==> src/core/ubx_pkg.sv <==
// ubx_pkg: constants and types for the break exception control block
// assumes a 32-bit program counter and one core clock at 10 MHz
package ubx_pkg;
  localparam int unsigned PC_W          = 32;
  localparam int unsigned EVT_W         = 12;
  localparam int unsigned CNT_W         = 3;
  // longest deferral of an address-plus-data break, in instructions
  localparam logic [2:0]  DATA_BRK_MAX  = 3'h4;
  // least spacing between A instruction and B operand in chained mode
  localparam logic [1:0]  CHAIN_MIN_GAP = 2'h2;
  localparam logic [11:0] BRK_EVT_CODE  = 12'h1E0;
  localparam logic [31:0] BRK_VEC_OFS   = 32'h0000_0100;
  localparam logic [31:0] PC_RST        = 32'h0000_0000;
  localparam logic [1:0]  PC_STEP       = 2'h2;

  typedef enum logic [1:0]
  {
    UBX_IDLE    = 2'b00,
    UBX_DEFER   = 2'b01,
    UBX_TAKE    = 2'b11
  } ubx_state_t;

  // kind of break match reported by a channel comparator
  typedef enum logic [1:0]
  {
    UBX_K_NONE  = 2'b00,
    UBX_K_IPRE  = 2'b01,
    UBX_K_IPOST = 2'b10,
    UBX_K_OPND  = 2'b11
  } ubx_kind_t;
endpackage

==> src/core/ubx_ctrl.sv <==
// ubx_ctrl: break exception control beside the core pipeline
// assumes the core reports retire, mask flag and competing exceptions per cycle
// What this block does
// - pre-execution break: own address saved, not executed
// - post-execution break: save next instruction address
// - delayed branch: slot runs, save target or fallthrough
// - operand address break saves following instruction address
// - address+data break fires one to four later
// - competing exception: save first suppressed address
// - async interrupt contention: break vector and code
// - chained A-instr/B-operand needs gap of two
// - two accesses in one instruction: A arms, B does not chain
// - mask flag sampled before, OR, or after
// - return delay slot mask follows saved status
// - accepted exception presents mask flag as one
// - same saved_pc from both: one break, two flags
// - pre/post select only for instruction breaks
// - channel B match resets chain state
// - re-execution exception beats multistep post break
// - post break yields to completion exceptions, flags set
// - debug vector enable redirects to debug base
// - every exception copies to saved stack pointer
// - mask flag one: set flag only, no exception
// - flags only set by hardware, cleared by software
`timescale 1ns/1ps
`default_nettype none
module ubx_ctrl
  import ubx_pkg::*;
(
  input  wire logic                     clk,
  input  wire logic                     rst,
  input  wire logic                     ce,
  input  wire logic                     retire,
  input  wire logic [ubx_pkg::PC_W-1:0] retire_pc,
  input  wire logic [ubx_pkg::PC_W-1:0] next_pc,
  input  wire logic                     is_delayed_branch,
  input  wire logic                     branch_taken,
  input  wire logic [ubx_pkg::PC_W-1:0] branch_target,
  input  wire logic                     is_rte_slot,
  input  wire logic                     saved_status_mask,
  input  wire logic                     mask_before,
  input  wire logic                     mask_after,
  input  wire logic                     instr_match_a,
  input  wire logic                     instr_match_b,
  input  wire logic                     opnd_match_a,
  input  wire logic                     opnd_match_b,
  input  wire logic                     data_compare_en,
  input  wire logic                     instr_cfg_a,
  input  wire logic                     instr_cfg_b,
  input  wire logic                     pre_post_select_a,
  input  wire logic                     pre_post_select_b,
  input  wire logic                     chained_mode_bit,
  input  wire logic                     debug_vector_enable,
  input  wire logic [ubx_pkg::PC_W-1:0] debug_vector_base,
  input  wire logic [ubx_pkg::PC_W-1:0] vector_base,
  input  wire logic                     break_control_wr,
  input  wire logic                     clear_flag_a,
  input  wire logic                     clear_flag_b,
  input  wire logic                     other_exc,
  input  wire logic                     other_exc_async,
  input  wire logic                     other_exc_reexec,
  input  wire logic                     other_exc_complete,
  input  wire logic [ubx_pkg::PC_W-1:0] other_exc_pc,
  input  wire logic [ubx_pkg::PC_W-1:0] other_exc_vector,
  input  wire logic [ubx_pkg::EVT_W-1:0] other_exc_code,
  input  wire logic [ubx_pkg::PC_W-1:0] gpr15,
  output logic                          exc_take,
  output logic                          suppress_exec,
  output logic [ubx_pkg::PC_W-1:0]      saved_pc,
  output logic [ubx_pkg::PC_W-1:0]      exc_vector,
  output logic [ubx_pkg::EVT_W-1:0]     exception_event_code,
  output logic [ubx_pkg::PC_W-1:0]      saved_stack_pointer,
  output logic                          exception_mask_flag,
  output logic                          match_flag_a,
  output logic                          match_flag_b
);
  import ubx_pkg::*;

  ////////////////////////////////////////////////////////////////////
  // channel classification and flags
  ubx_kind_t kind_a;
  ubx_kind_t kind_b;
  logic      hit_a;
  logic      hit_b;
  logic      set_a;
  logic      set_b;
  logic      flag_a_q;
  logic      flag_b_q;

  ubx_chan u_chan_a
  (
    .clk             (clk),
    .rst             (rst),
    .ce              (ce),
    .instr_match     (instr_match_a),
    .opnd_match      (opnd_match_a),
    .is_instr_cfg    (instr_cfg_a),
    .pre_post_select (pre_post_select_a),
    .set_flag        (set_a),
    .clear_flag      (break_control_wr && clear_flag_a),
    .kind            (kind_a),
    .match_flag      (flag_a_q)
  );

  ubx_chan u_chan_b
  (
    .clk             (clk),
    .rst             (rst),
    .ce              (ce),
    .instr_match     (instr_match_b),
    .opnd_match      (opnd_match_b),
    .is_instr_cfg    (instr_cfg_b),
    .pre_post_select (pre_post_select_b),
    .set_flag        (set_b),
    .clear_flag      (break_control_wr && clear_flag_b),
    .kind            (kind_b),
    .match_flag      (flag_b_q)
  );

  ////////////////////////////////////////////////////////////////////
  // chain state: A armed waits for B
  logic      chain_armed_reg;
  logic [1:0] since_a_reg;
  logic      chain_fire;

  // B instruction must be three or more after the arming A instruction for an
  // operand B; closer spacing is not promised, so it is simply not chained
  assign chain_fire = chained_mode_bit && chain_armed_reg && (kind_b != UBX_K_NONE)
                      && ((kind_b != UBX_K_OPND) || (since_a_reg >= CHAIN_MIN_GAP));

  always_ff @(posedge clk)
  begin
    if (rst)
    begin
      chain_armed_reg <= 1'b0;
      since_a_reg     <= 2'h0;
    end
    else if (ce)
    begin
      if (!chained_mode_bit)
        chain_armed_reg <= 1'b0;
      else if (kind_b != UBX_K_NONE && chain_armed_reg)
        chain_armed_reg <= 1'b0;
      else if (kind_a != UBX_K_NONE)
      begin
        // an A access earlier in the same instruction arms before a later B
        chain_armed_reg <= 1'b1;
        since_a_reg     <= 2'h0;
      end
      if (retire && chain_armed_reg && since_a_reg != 2'h3)
        since_a_reg <= since_a_reg + 2'h1;
    end
  end

  assign hit_a = !chained_mode_bit && (kind_a != UBX_K_NONE);
  assign hit_b = chained_mode_bit ? chain_fire : (kind_b != UBX_K_NONE);

  ////////////////////////////////////////////////////////////////////
  // mask value referenced by the break kind
  function automatic logic mask_for(input ubx_kind_t k, input logic mb, input logic ma);
    case (k)
      UBX_K_IPRE:  mask_for = mb;
      UBX_K_IPOST: mask_for = mb | ma;
      UBX_K_OPND:  mask_for = ma;
      default:     mask_for = 1'b1;
    endcase
  endfunction

  logic      mb_eff;
  logic      ma_eff;
  ubx_kind_t kind_sel;
  logic      post_blocked;
  logic      want_now;
  logic      want_defer;
  logic      data_brk;
  logic [PC_W-1:0] pc_sel;

  // in a return delay slot the after-value is the saved status mask
  assign mb_eff = mask_before;
  assign ma_eff = is_rte_slot ? saved_status_mask : mask_after;
  assign kind_sel = hit_a ? kind_a : (hit_b ? kind_b : UBX_K_NONE);

  // flags still set when the post break loses priority
  assign set_a = hit_a;
  // chained mode sets only the B flag; both flags set when both hit at once
  assign set_b = hit_b;

  assign post_blocked = (kind_sel == UBX_K_IPOST) && (other_exc_reexec || other_exc_complete);
  assign want_now   = (hit_a || hit_b) && !mask_for(kind_sel, mb_eff, ma_eff)
                      && !post_blocked && !data_brk;
  // only channel B compares data, so only a B operand match is deferred
  assign data_brk   = (kind_sel == UBX_K_OPND) && !hit_a && hit_b && data_compare_en;
  assign want_defer = (hit_a || hit_b) && !mask_for(kind_sel, mb_eff, ma_eff) && data_brk;

  always_comb
  begin
    pc_sel = next_pc;
    case (kind_sel)
      UBX_K_IPRE:  pc_sel = retire_pc;
      UBX_K_IPOST:
      begin
        if (is_delayed_branch)
          pc_sel = branch_taken ? branch_target : next_pc + {30'h0, PC_STEP};
        else
          pc_sel = next_pc;
      end
      UBX_K_OPND:  pc_sel = next_pc;
      default:     pc_sel = next_pc;
    endcase
  end

  ////////////////////////////////////////////////////////////////////
  // exception sequencing
  ubx_state_t      state_reg;
  logic [CNT_W-1:0] defer_cnt_reg;
  logic [PC_W-1:0] pend_pc_reg;

  always_ff @(posedge clk)
  begin
    if (rst)
    begin
      state_reg     <= UBX_IDLE;
      defer_cnt_reg <= '0;
      pend_pc_reg   <= PC_RST;
    end
    else if (ce)
    begin
      case (state_reg)
        UBX_IDLE:
        begin
          if (want_defer)
          begin
            state_reg     <= UBX_DEFER;
            defer_cnt_reg <= 3'h1;
            pend_pc_reg   <= next_pc;
          end
        end
        UBX_DEFER:
        begin
          // raise at the latest after four instructions, earlier on a fault
          if (other_exc || (retire && defer_cnt_reg == DATA_BRK_MAX))
            state_reg <= UBX_IDLE;
          else if (retire)
          begin
            defer_cnt_reg <= defer_cnt_reg + 3'h1;
            pend_pc_reg   <= next_pc;
          end
        end
        default:
          state_reg <= UBX_IDLE;
      endcase
    end
  end

  logic defer_fire;
  assign defer_fire = (state_reg == UBX_DEFER)
                      && (other_exc || (retire && defer_cnt_reg == DATA_BRK_MAX));

  ////////////////////////////////////////////////////////////////////
  // registered exception outputs
  always_ff @(posedge clk)
  begin
    if (rst)
    begin
      exc_take             <= 1'b0;
      suppress_exec        <= 1'b0;
      saved_pc             <= PC_RST;
      exc_vector           <= PC_RST;
      exception_event_code <= '0;
      saved_stack_pointer  <= PC_RST;
      exception_mask_flag  <= 1'b0;
    end
    else if (ce)
    begin
      exc_take      <= 1'b0;
      suppress_exec <= 1'b0;
      exception_mask_flag <= is_rte_slot ? saved_status_mask : mask_after;
      if (want_now || defer_fire || other_exc)
      begin
        exc_take            <= 1'b1;
        exception_mask_flag <= 1'b1;
        saved_stack_pointer <= gpr15;
        suppress_exec       <= want_now && kind_sel == UBX_K_IPRE;
        if (defer_fire && other_exc)
          saved_pc <= other_exc_pc;
        else if (defer_fire)
          saved_pc <= retire ? next_pc : pend_pc_reg;
        else if (want_now)
          saved_pc <= pc_sel;
        else
          saved_pc <= other_exc_pc;
        // break owns vector and code unless a synchronous fault competes with a non-deferred break;
        // for a deferred break the choice is free, so the break is kept there
        if ((want_now || defer_fire) && !(other_exc && !other_exc_async && !defer_fire))
        begin
          exception_event_code <= BRK_EVT_CODE;
          exc_vector <= debug_vector_enable ? debug_vector_base
                                            : vector_base + BRK_VEC_OFS;
        end
        else
        begin
          exception_event_code <= other_exc_code;
          exc_vector           <= other_exc_vector;
        end
      end
    end
  end

  always_ff @(posedge clk)
  begin
    if (rst)
    begin
      match_flag_a <= 1'b0;
      match_flag_b <= 1'b0;
    end
    else if (ce)
    begin
      match_flag_a <= flag_a_q;
      match_flag_b <= flag_b_q;
    end
  end
endmodule
`default_nettype wire

==> src/core/ubx_chan.sv <==
// ubx_chan: one break channel, classifies a match and keeps its flag
// assumes match inputs are single-cycle pulses from the core clock domain
`timescale 1ns/1ps
`default_nettype none
module ubx_chan
  import ubx_pkg::*;
(
  input  wire logic      clk,
  input  wire logic      rst,
  input  wire logic      ce,
  input  wire logic      instr_match,
  input  wire logic      opnd_match,
  input  wire logic      is_instr_cfg,
  input  wire logic      pre_post_select,
  input  wire logic      set_flag,
  input  wire logic      clear_flag,
  output ubx_pkg::ubx_kind_t kind,
  output logic           match_flag
);
  always_comb
  begin
    kind = UBX_K_NONE;
    // pre/post select only meaningful for instruction breaks
    if (is_instr_cfg && instr_match)
      kind = pre_post_select ? UBX_K_IPOST : UBX_K_IPRE;
    else if (!is_instr_cfg && opnd_match)
      kind = UBX_K_OPND;
  end

  // set wins over a software clear in the same cycle
  always_ff @(posedge clk)
  begin
    if (rst)
      match_flag <= 1'b0;
    else if (ce)
    begin
      if (set_flag)
        match_flag <= 1'b1;
      else if (clear_flag)
        match_flag <= 1'b0;
    end
  end
endmodule
`default_nettype wire

==> config.mk <==
export PLATFORM = sky130hd
export DESIGN_NAME = ubx_ctrl
export DESIGN_NICKNAME = d
export VERILOG_FILES = /design/src/core/ubx_pkg.sv /design/src/core/ubx_ctrl.sv /design/src/core/ubx_chan.sv
export SDC_FILE = /design/constraint.sdc
export NUM_CORES = 1
export LEC_CHECK = 0
export BUFFER_PORTS_ARGS = -buffer_cell sky130_fd_sc_hd__buf_2
export CORE_AREA = 2 2 160 162
export DETAILED_ROUTE_END_ITERATION = 8
export DIE_AREA = 0 0 162 164
export GPL_ROUTABILITY_DRIVEN = 0
export PLACE_DENSITY = 0.61
export SLEW_MARGIN = 20
export SYNTH_ARGS = -nofsm -noshare
export SYNTH_HDL_FRONTEND = slang
export SYNTH_SLANG_ARGS = --single-unit
==> constraint.sdc <==
create_clock -name clk -period 5.1 [get_ports clk]
set_input_delay 0.765 -clock clk [delete_from_list [all_inputs] [get_ports clk]]
set_output_delay 0.765 -clock clk [all_outputs]
set_load 0.03 [all_outputs]
==> results.cfg, run 1 <==
[power]
combPwrFrac = 0.278
ir_drop_mv = 0.2064
p_leak_uw = 0.004850
p_sw_uw = 1221
finalPower_uw = 3281
powerDensity_nw_per_um2 = 290.3
p_clk_frac = 0.377
switching_share = 0.3721
p_seq_frac = 0.345
intPower_uw = 2060

[sta]
fmax_ghz = 0.2178
setup_viol = 0
post-route-min-period_ns = 4.592
setup_tns_ns = 0
maxSlewViolCount = 0
fin_crit_sh = 0.9004
relSlewSlack = 0.3364
skew_ns = 0.01544
rsz0062_at_grt = no
hold_violations = 0
tightest_slew_ns = 0.9954

[critical_path]
critical_path.cell_chain = buf_2, mux2i_1, nor2_1, a21oi_1, o21ai_0, and3_1, inv_1, ha_1, o21a_1, a2111oi_4, o22ai_4, a21oi_4, nor2_1, a221o_1
crit_path_top_delay_cell = a21oi_4
required_ns = 5.41
crit_top_cell = nor2_1
path_buf_inv = 2
crit_arrival_ns = 4.90
critPathTopFamily = compound AO/OA/AOI/OAI gates
cpPeakStageDelay_ns = 0.63
startpoint_type = input pin
crit_path_max_fanout = 19
setup.worst_path.class = input pin to flip-flop
worst_setup_path_end_kind = flip-flop

[logic_synthesis]
postSynth.asyncResetShare = 0
synth-seq-cells = 131
synth_fp_nets = 1446
yosysMostFrequentCell = nand2_1
synth_top_area_share = 0.3055
ys_seq_area_frac = 0.3055
syn-cell-area_um2 = 8586
synth.distinct_cells = 82
post_synth.cell_area_avg_um2 = 7.531
ys.flop_type = dfxtp_1
synth_area_leaders = dfxtp_1 (31%), nand2_1 (7.6%), a21oi_1 (5.9%), nor2_1 (5.0%), a211oi_1 (3.0%)
yosys.area.top_type = dfxtp_1
ys_warn_count = 0
synth_edf_count = 0
synth_common_cells = nand2_1 (174), dfxtp_1 (131), nor2_1 (115), a21oi_1 (101), clkbuf_1 (68)
netlist_instances = 1140

[die]
io_pins = 409
dieHeight_um = 164
die_area_um2 = 26570
initial_core_util = 0.3459
row_count = 58
fp.coreArea_um2 = 24820
die_w_um = 162

[route]
drt-pass1-iter-count = 5
drtIter0Drc = 1073
drc = 0
viasPerCell = 5.743
finalWirelength_um = 36230
wl_per_cell_um = 19.89
antenna_left = 0
vias = 10460

[global_routing]
grt_max_degree = 85
overflow = 0
grt_pass1_vias = 9450
grtUsageTotal = 0.2599
grt_pass1_wl_um = 54010
antenna_found_initial = 1

[finish]
post-route-util = 0.4554
drive_gt1_frac = 0.3206
fin_cells = 1821
top_regs = exc_vector x32, saved_pc x32, saved_stack_pointer x32
nNetsFinal = 1784
n_fill_cell = 2604
diodes = 0
area_delta_synth_final_pct = 31.65

[clock_network]
clk_pin_slew_ns = 0.06
cts_resized = 0
cts.sinks = 131
cts_buffers = 17
htreeDepth = 4
cts_buffer_depth = 2
cts_tree = yes
root_buffer = clkbuf_16
worstSkewPairLatency_ns = 0.43
hold_buffers = 0
post_cts_buffers = 0

[place]
port_buffers = 408
hpwlAfterDp_um = 26850
place_inst = 1789

[hold_path]
hold_class = flip-flop to flip-flop

[run]
drv_cap = 0

[status]
status = complete, no violations
[worst paths after layout]
kind / depth (start not counted) / from / slack, ns / end
worst max-delay path: 14 / instr_cfg_a / 0.51 / saved_pc[3]
worst max register to register: 13 / since_a_reg[0] / 0.73 / saved_pc[3]
worst min register to register: 2 / exception_event_code[9] / 0.45 / exception_event_code[9]
worst min-delay path: 2 / exception_event_code[9] / 0.45 / exception_event_code[9]
[metal layers]
layer | vias to the layer above | track usage | routed length (µm)
met2 | 565 | 0.4097 | 16620
met4 | 2 | 0.1046 | 1213
met1 | 4904 | 0.3496 | 15260
li1 | 4901 | - | -
met3 | 86 | 0.05025 | 3117
met5 | - | 0 | 13
[power by group through the flow]
stage	clock, µW	combinational, µW	sequential [µW]
2_1_floorplan	0	420	1280
3_3_place_gp	0	895	1150
3_5_place_dp	0	902	1150
4_1_cts	1260	904	1130
5_1_grt	1300	977	1140
6_report	1240	912	1130
[cell usage in the layout, fill, tap and decap left out, drive strengths merged, types with 5 or more instances in the layout]
cell,instances
o31ai,14
mux2i,25
inv,24
dfxtp,131
nand3,34
and4,9
nor3,24
nor4,11
a31oi,14
a21o,6
o21ai,44
nand2b,18
o221ai,10
and3,9
o211ai,21
a222oi,8
o21a,5
buf,423
nand3b,14
a21oi,103
a32o,9
xor2,6
nor2b,11
xnor2,17
a311oi,20
nand4,21
clkinv,7
o22ai,10
ha,10
clkbuf,17
o22a,6
mux2,5
a221oi,7
a211oi,35
a22oi,6
nor2,116
nand2,174
[worst reg2reg max path, delay by kind of cell (launching register included)]
kind                       cells  cell delay, ns
AOI/OAI and AO/OA              9            3.01
adders and majority gates      2            0.46
DFF                            1            0.37
and+or+nand+nor                1            0.36
buffers and inverters          1            0.06
[cells by family (layout without fill, tap and decap cells)]
| kind of cell | Yosys count | count (layout) | share of synthesized area |
|---|---|---|---|
| AND/OR/NAND/NOR | 458 | 458 | 0.2504 |
| buffers and inverters | 123 | 474 | 0.06456 |
| adder cells (fa/ha/maj) | 10 | 10 | 0.01457 |
| flip-flops | 131 | 131 | 0.3055 |
| AO/OA/AOI/OAI | 365 | 365 | 0.3055 |
| multiplexers | 30 | 30 | 0.03614 |
| XOR/XNOR | 23 | 23 | 0.02346 |
[layout make-up]
type                            instances  area (µm²)  area share
Sequential cell                       131        2623      0.2320
Clock buffer                           17       425.4     0.03764
Tap cell                              330       412.9     0.03653
Inverter                               19       71.32    0.006310
Timing Repair Buffer                  423        2182      0.1930
Clock inverter                         15       165.2     0.01461
Multi-Input combinational cell        886        5424      0.4799
[metrics by stage]
stage                     instance area (µm²)  hold WS (ns)  worst slack [ns]
final                                   11300        0.4513            0.5080
after global routing                    11300        0.4641            0.1591
after CTS                               11300        0.4539            0.5541
after detailed placement                10710        0.4435            0.1162
after global placement                  10710        0.4356            0.2555
after floorplan                          8586        0.4552             1.202
(Power assumes the default switching activity.)
==> run 2: changes to the inputs <==
--- a/config.mk
+++ b/config.mk
@@ -11,6 +11,7 @@
 export DIE_AREA = 0 0 162 164
 export GPL_ROUTABILITY_DRIVEN = 0
 export PLACE_DENSITY = 0.61
+export RECOVER_POWER = 50
 export SLEW_MARGIN = 20
 export SYNTH_ARGS = -nofsm -noshare
 export SYNTH_HDL_FRONTEND = slang
==> run 2 against run 1 <==
  * Sequential share of layout area rose by 0.30 points
  * Critical path depth unchanged
  * Count of clock-buffer cells in the layout did not move
  * Worst setup slack improved by 0.029 ns
  * Clock power hardly changed
  * Utilization decreased by 0.58 points
  * Cell count is the same
  * Combinational power fell by 2.2%
  * Sequential cell count stayed put
==> results.cfg, run 2 (synthesis results as in run 1) <==
[hold_path]
min-delay-start = exception_event_code[9]
hold_class = flip-flop to flip-flop

[global_routing]
grt_max_degree = 85
antenna_found_initial = 1
overflow = 0
grt_pass1_wl_um = 54010
grtUsageTotal = 0.2599
grt_pass1_vias = 9450

[clock_network]
htreeDepth = 4
clk_pin_slew_ns = 0.06
cts_buffer_depth = 2
root_buffer = clkbuf_16
cts_tree = yes
hold_buffers = 0
cts_buffers = 17
worstSkewPairLatency_ns = 0.43
post_cts_buffers = 0
cts_resized = 0
cts.sinks = 131

[route]
drtIter0Drc = 1028
finalWirelength_um = 36100
vias = 10420
drt-pass1-iter-count = 7
viasPerCell = 5.724
wl_per_cell_um = 19.82
drc = 0
antenna_left = 0

[critical_path]
crit_path_top_delay_cell = a21oi_4
setup.worst_path.class = input pin to flip-flop
r2r_cells = 13
crit_path_max_fanout = 19
r2r_setup_slack_ns = 0.74
r2r-start = since_a_reg[0]
worst-path-stages = 14
crit_top_cell = nor2_1
critical_path.cell_chain = clkbuf_1, mux2i_1, nor2_1, a21oi_1, o21ai_0, and3_1, inv_1, ha_1, o21a_1, a2111oi_4, o22ai_4, a21oi_4, nor2_1, a221o_1
critPathTopFamily = compound AO/OA/AOI/OAI gates
critPathLaunch = instr_cfg_a
startpoint_type = input pin
path_buf_inv = 2
rr_endpoint = saved_pc[3]
required_ns = 5.40
worst_setup_path_end_kind = flip-flop
cpPeakStageDelay_ns = 0.63
cp-endpoint = saved_pc[3]
crit_arrival_ns = 4.87

[place]
hpwlAfterDp_um = 26850
port_buffers = 408
place_inst = 1789

[sta]
relSlewSlack = 0.3292
skew_ns = 0.01493
maxSlewViolCount = 0
setup_tns_ns = 0
hold_violations = 0
rsz0062_at_grt = no
fmax_ghz = 0.2192
post-route-min-period_ns = 4.563
setup_viol = 0
fin_crit_sh = 0.8947
tightest_slew_ns = 1.006

[die]
initial_core_util = 0.3459
row_count = 58
die_w_um = 162
io_pins = 409
fp.coreArea_um2 = 24820
dieHeight_um = 164
die_area_um2 = 26570

[finish]
top_regs = exc_vector x32, saved_pc x32, saved_stack_pointer x32
layout_commonest_cell = buf_2
nNetsFinal = 1784
n_fill_cell = 2665
fin_cells = 1821
drive_gt1_frac = 0.2435
multi_input_comb_area_um2 = 5424
final-seq-area_um2 = 2623
final_cell_mix = buf_2 (292), nand2_1 (174), dfxtp_1 (131), nor2_1 (115), clkbuf_1 (115)
area_delta_synth_final_pct = 29.98
diodes = 0

[status]
status = complete, no violations

[power]
powerDensity_nw_per_um2 = 292.1
ir_drop_mv = 0.2052
p_leak_uw = 0.004394

[run]
drv_cap = 0
## run 2: cell types whose count changed in the layout (fill, tap and decap cells not counted)
cell	before	now
buf_2	407	292
clkbuf_1	0	115
## run 2: per-layer routing
metal	global-route usage	vias to the layer above	routed length, µm
met5	0	-	13
li1	-	4904	-
met4	0.1046	2	1316
met3	0.05025	92	3039
met2	0.4097	554	16540
met1	0.3496	4872	15190
## run 2: cell type report
class,instances,area share
sequential,131,0.2350
timing repair buffer,423,0.1826
clock inverter,15,0.01480
clock buffer,17,0.03812
multi-input combinational,886,0.4860
tap,330,0.03700
inverter,19,0.006391
## run 2: worst min-delay path by stage
| stage | cells past startpoint | endpoint | slack [ns] |
|---|---|---|---|
| final | 2 | exception_event_code[9] | 0.45 |
| after global routing | 2 | saved_stack_pointer[8] | 0.47 |
| after CTS | 2 | exception_event_code[9] | 0.45 |
| after detailed placement | 2 | exception_event_code[9] | 0.44 |
| after global placement | 2 | exception_event_code[10] | 0.44 |
| after floorplan | 2 | u_chan_b.match_flag | 0.46 |
## run 2: stage by stage
stage          hold slack (ns)  area, µm²    util  total power [µW]  setup slack, ns
2_1_floorplan           0.4552       8586       -              1703            1.202
4_1_cts                 0.4539      11300  0.4554              3296           0.5541
3_3_place_gp            0.4356      10710  0.4316              2049           0.2555
5_1_grt                 0.4654      11160  0.4496              3401           0.1264
3_5_place_dp            0.4435      10710  0.4316              2056           0.1162
6_report                0.4530      11160  0.4496              3260           0.5370
## run 2: worst min-delay path: stages, from the launching register on
cell	delay [ns]
dfxtp_1	0.31
nand2_1	0.05
a21oi_1	0.05
## run 2: report_power, final
part | switching [µW] | internal, µW | leakage [µW] | total (µW)
combinational | 600 | 293 | 0.00304 | 892
clock | 578 | 655 | 0.000278 | 1230
sequential | 41.7 | 1090 | 0.00107 | 1130
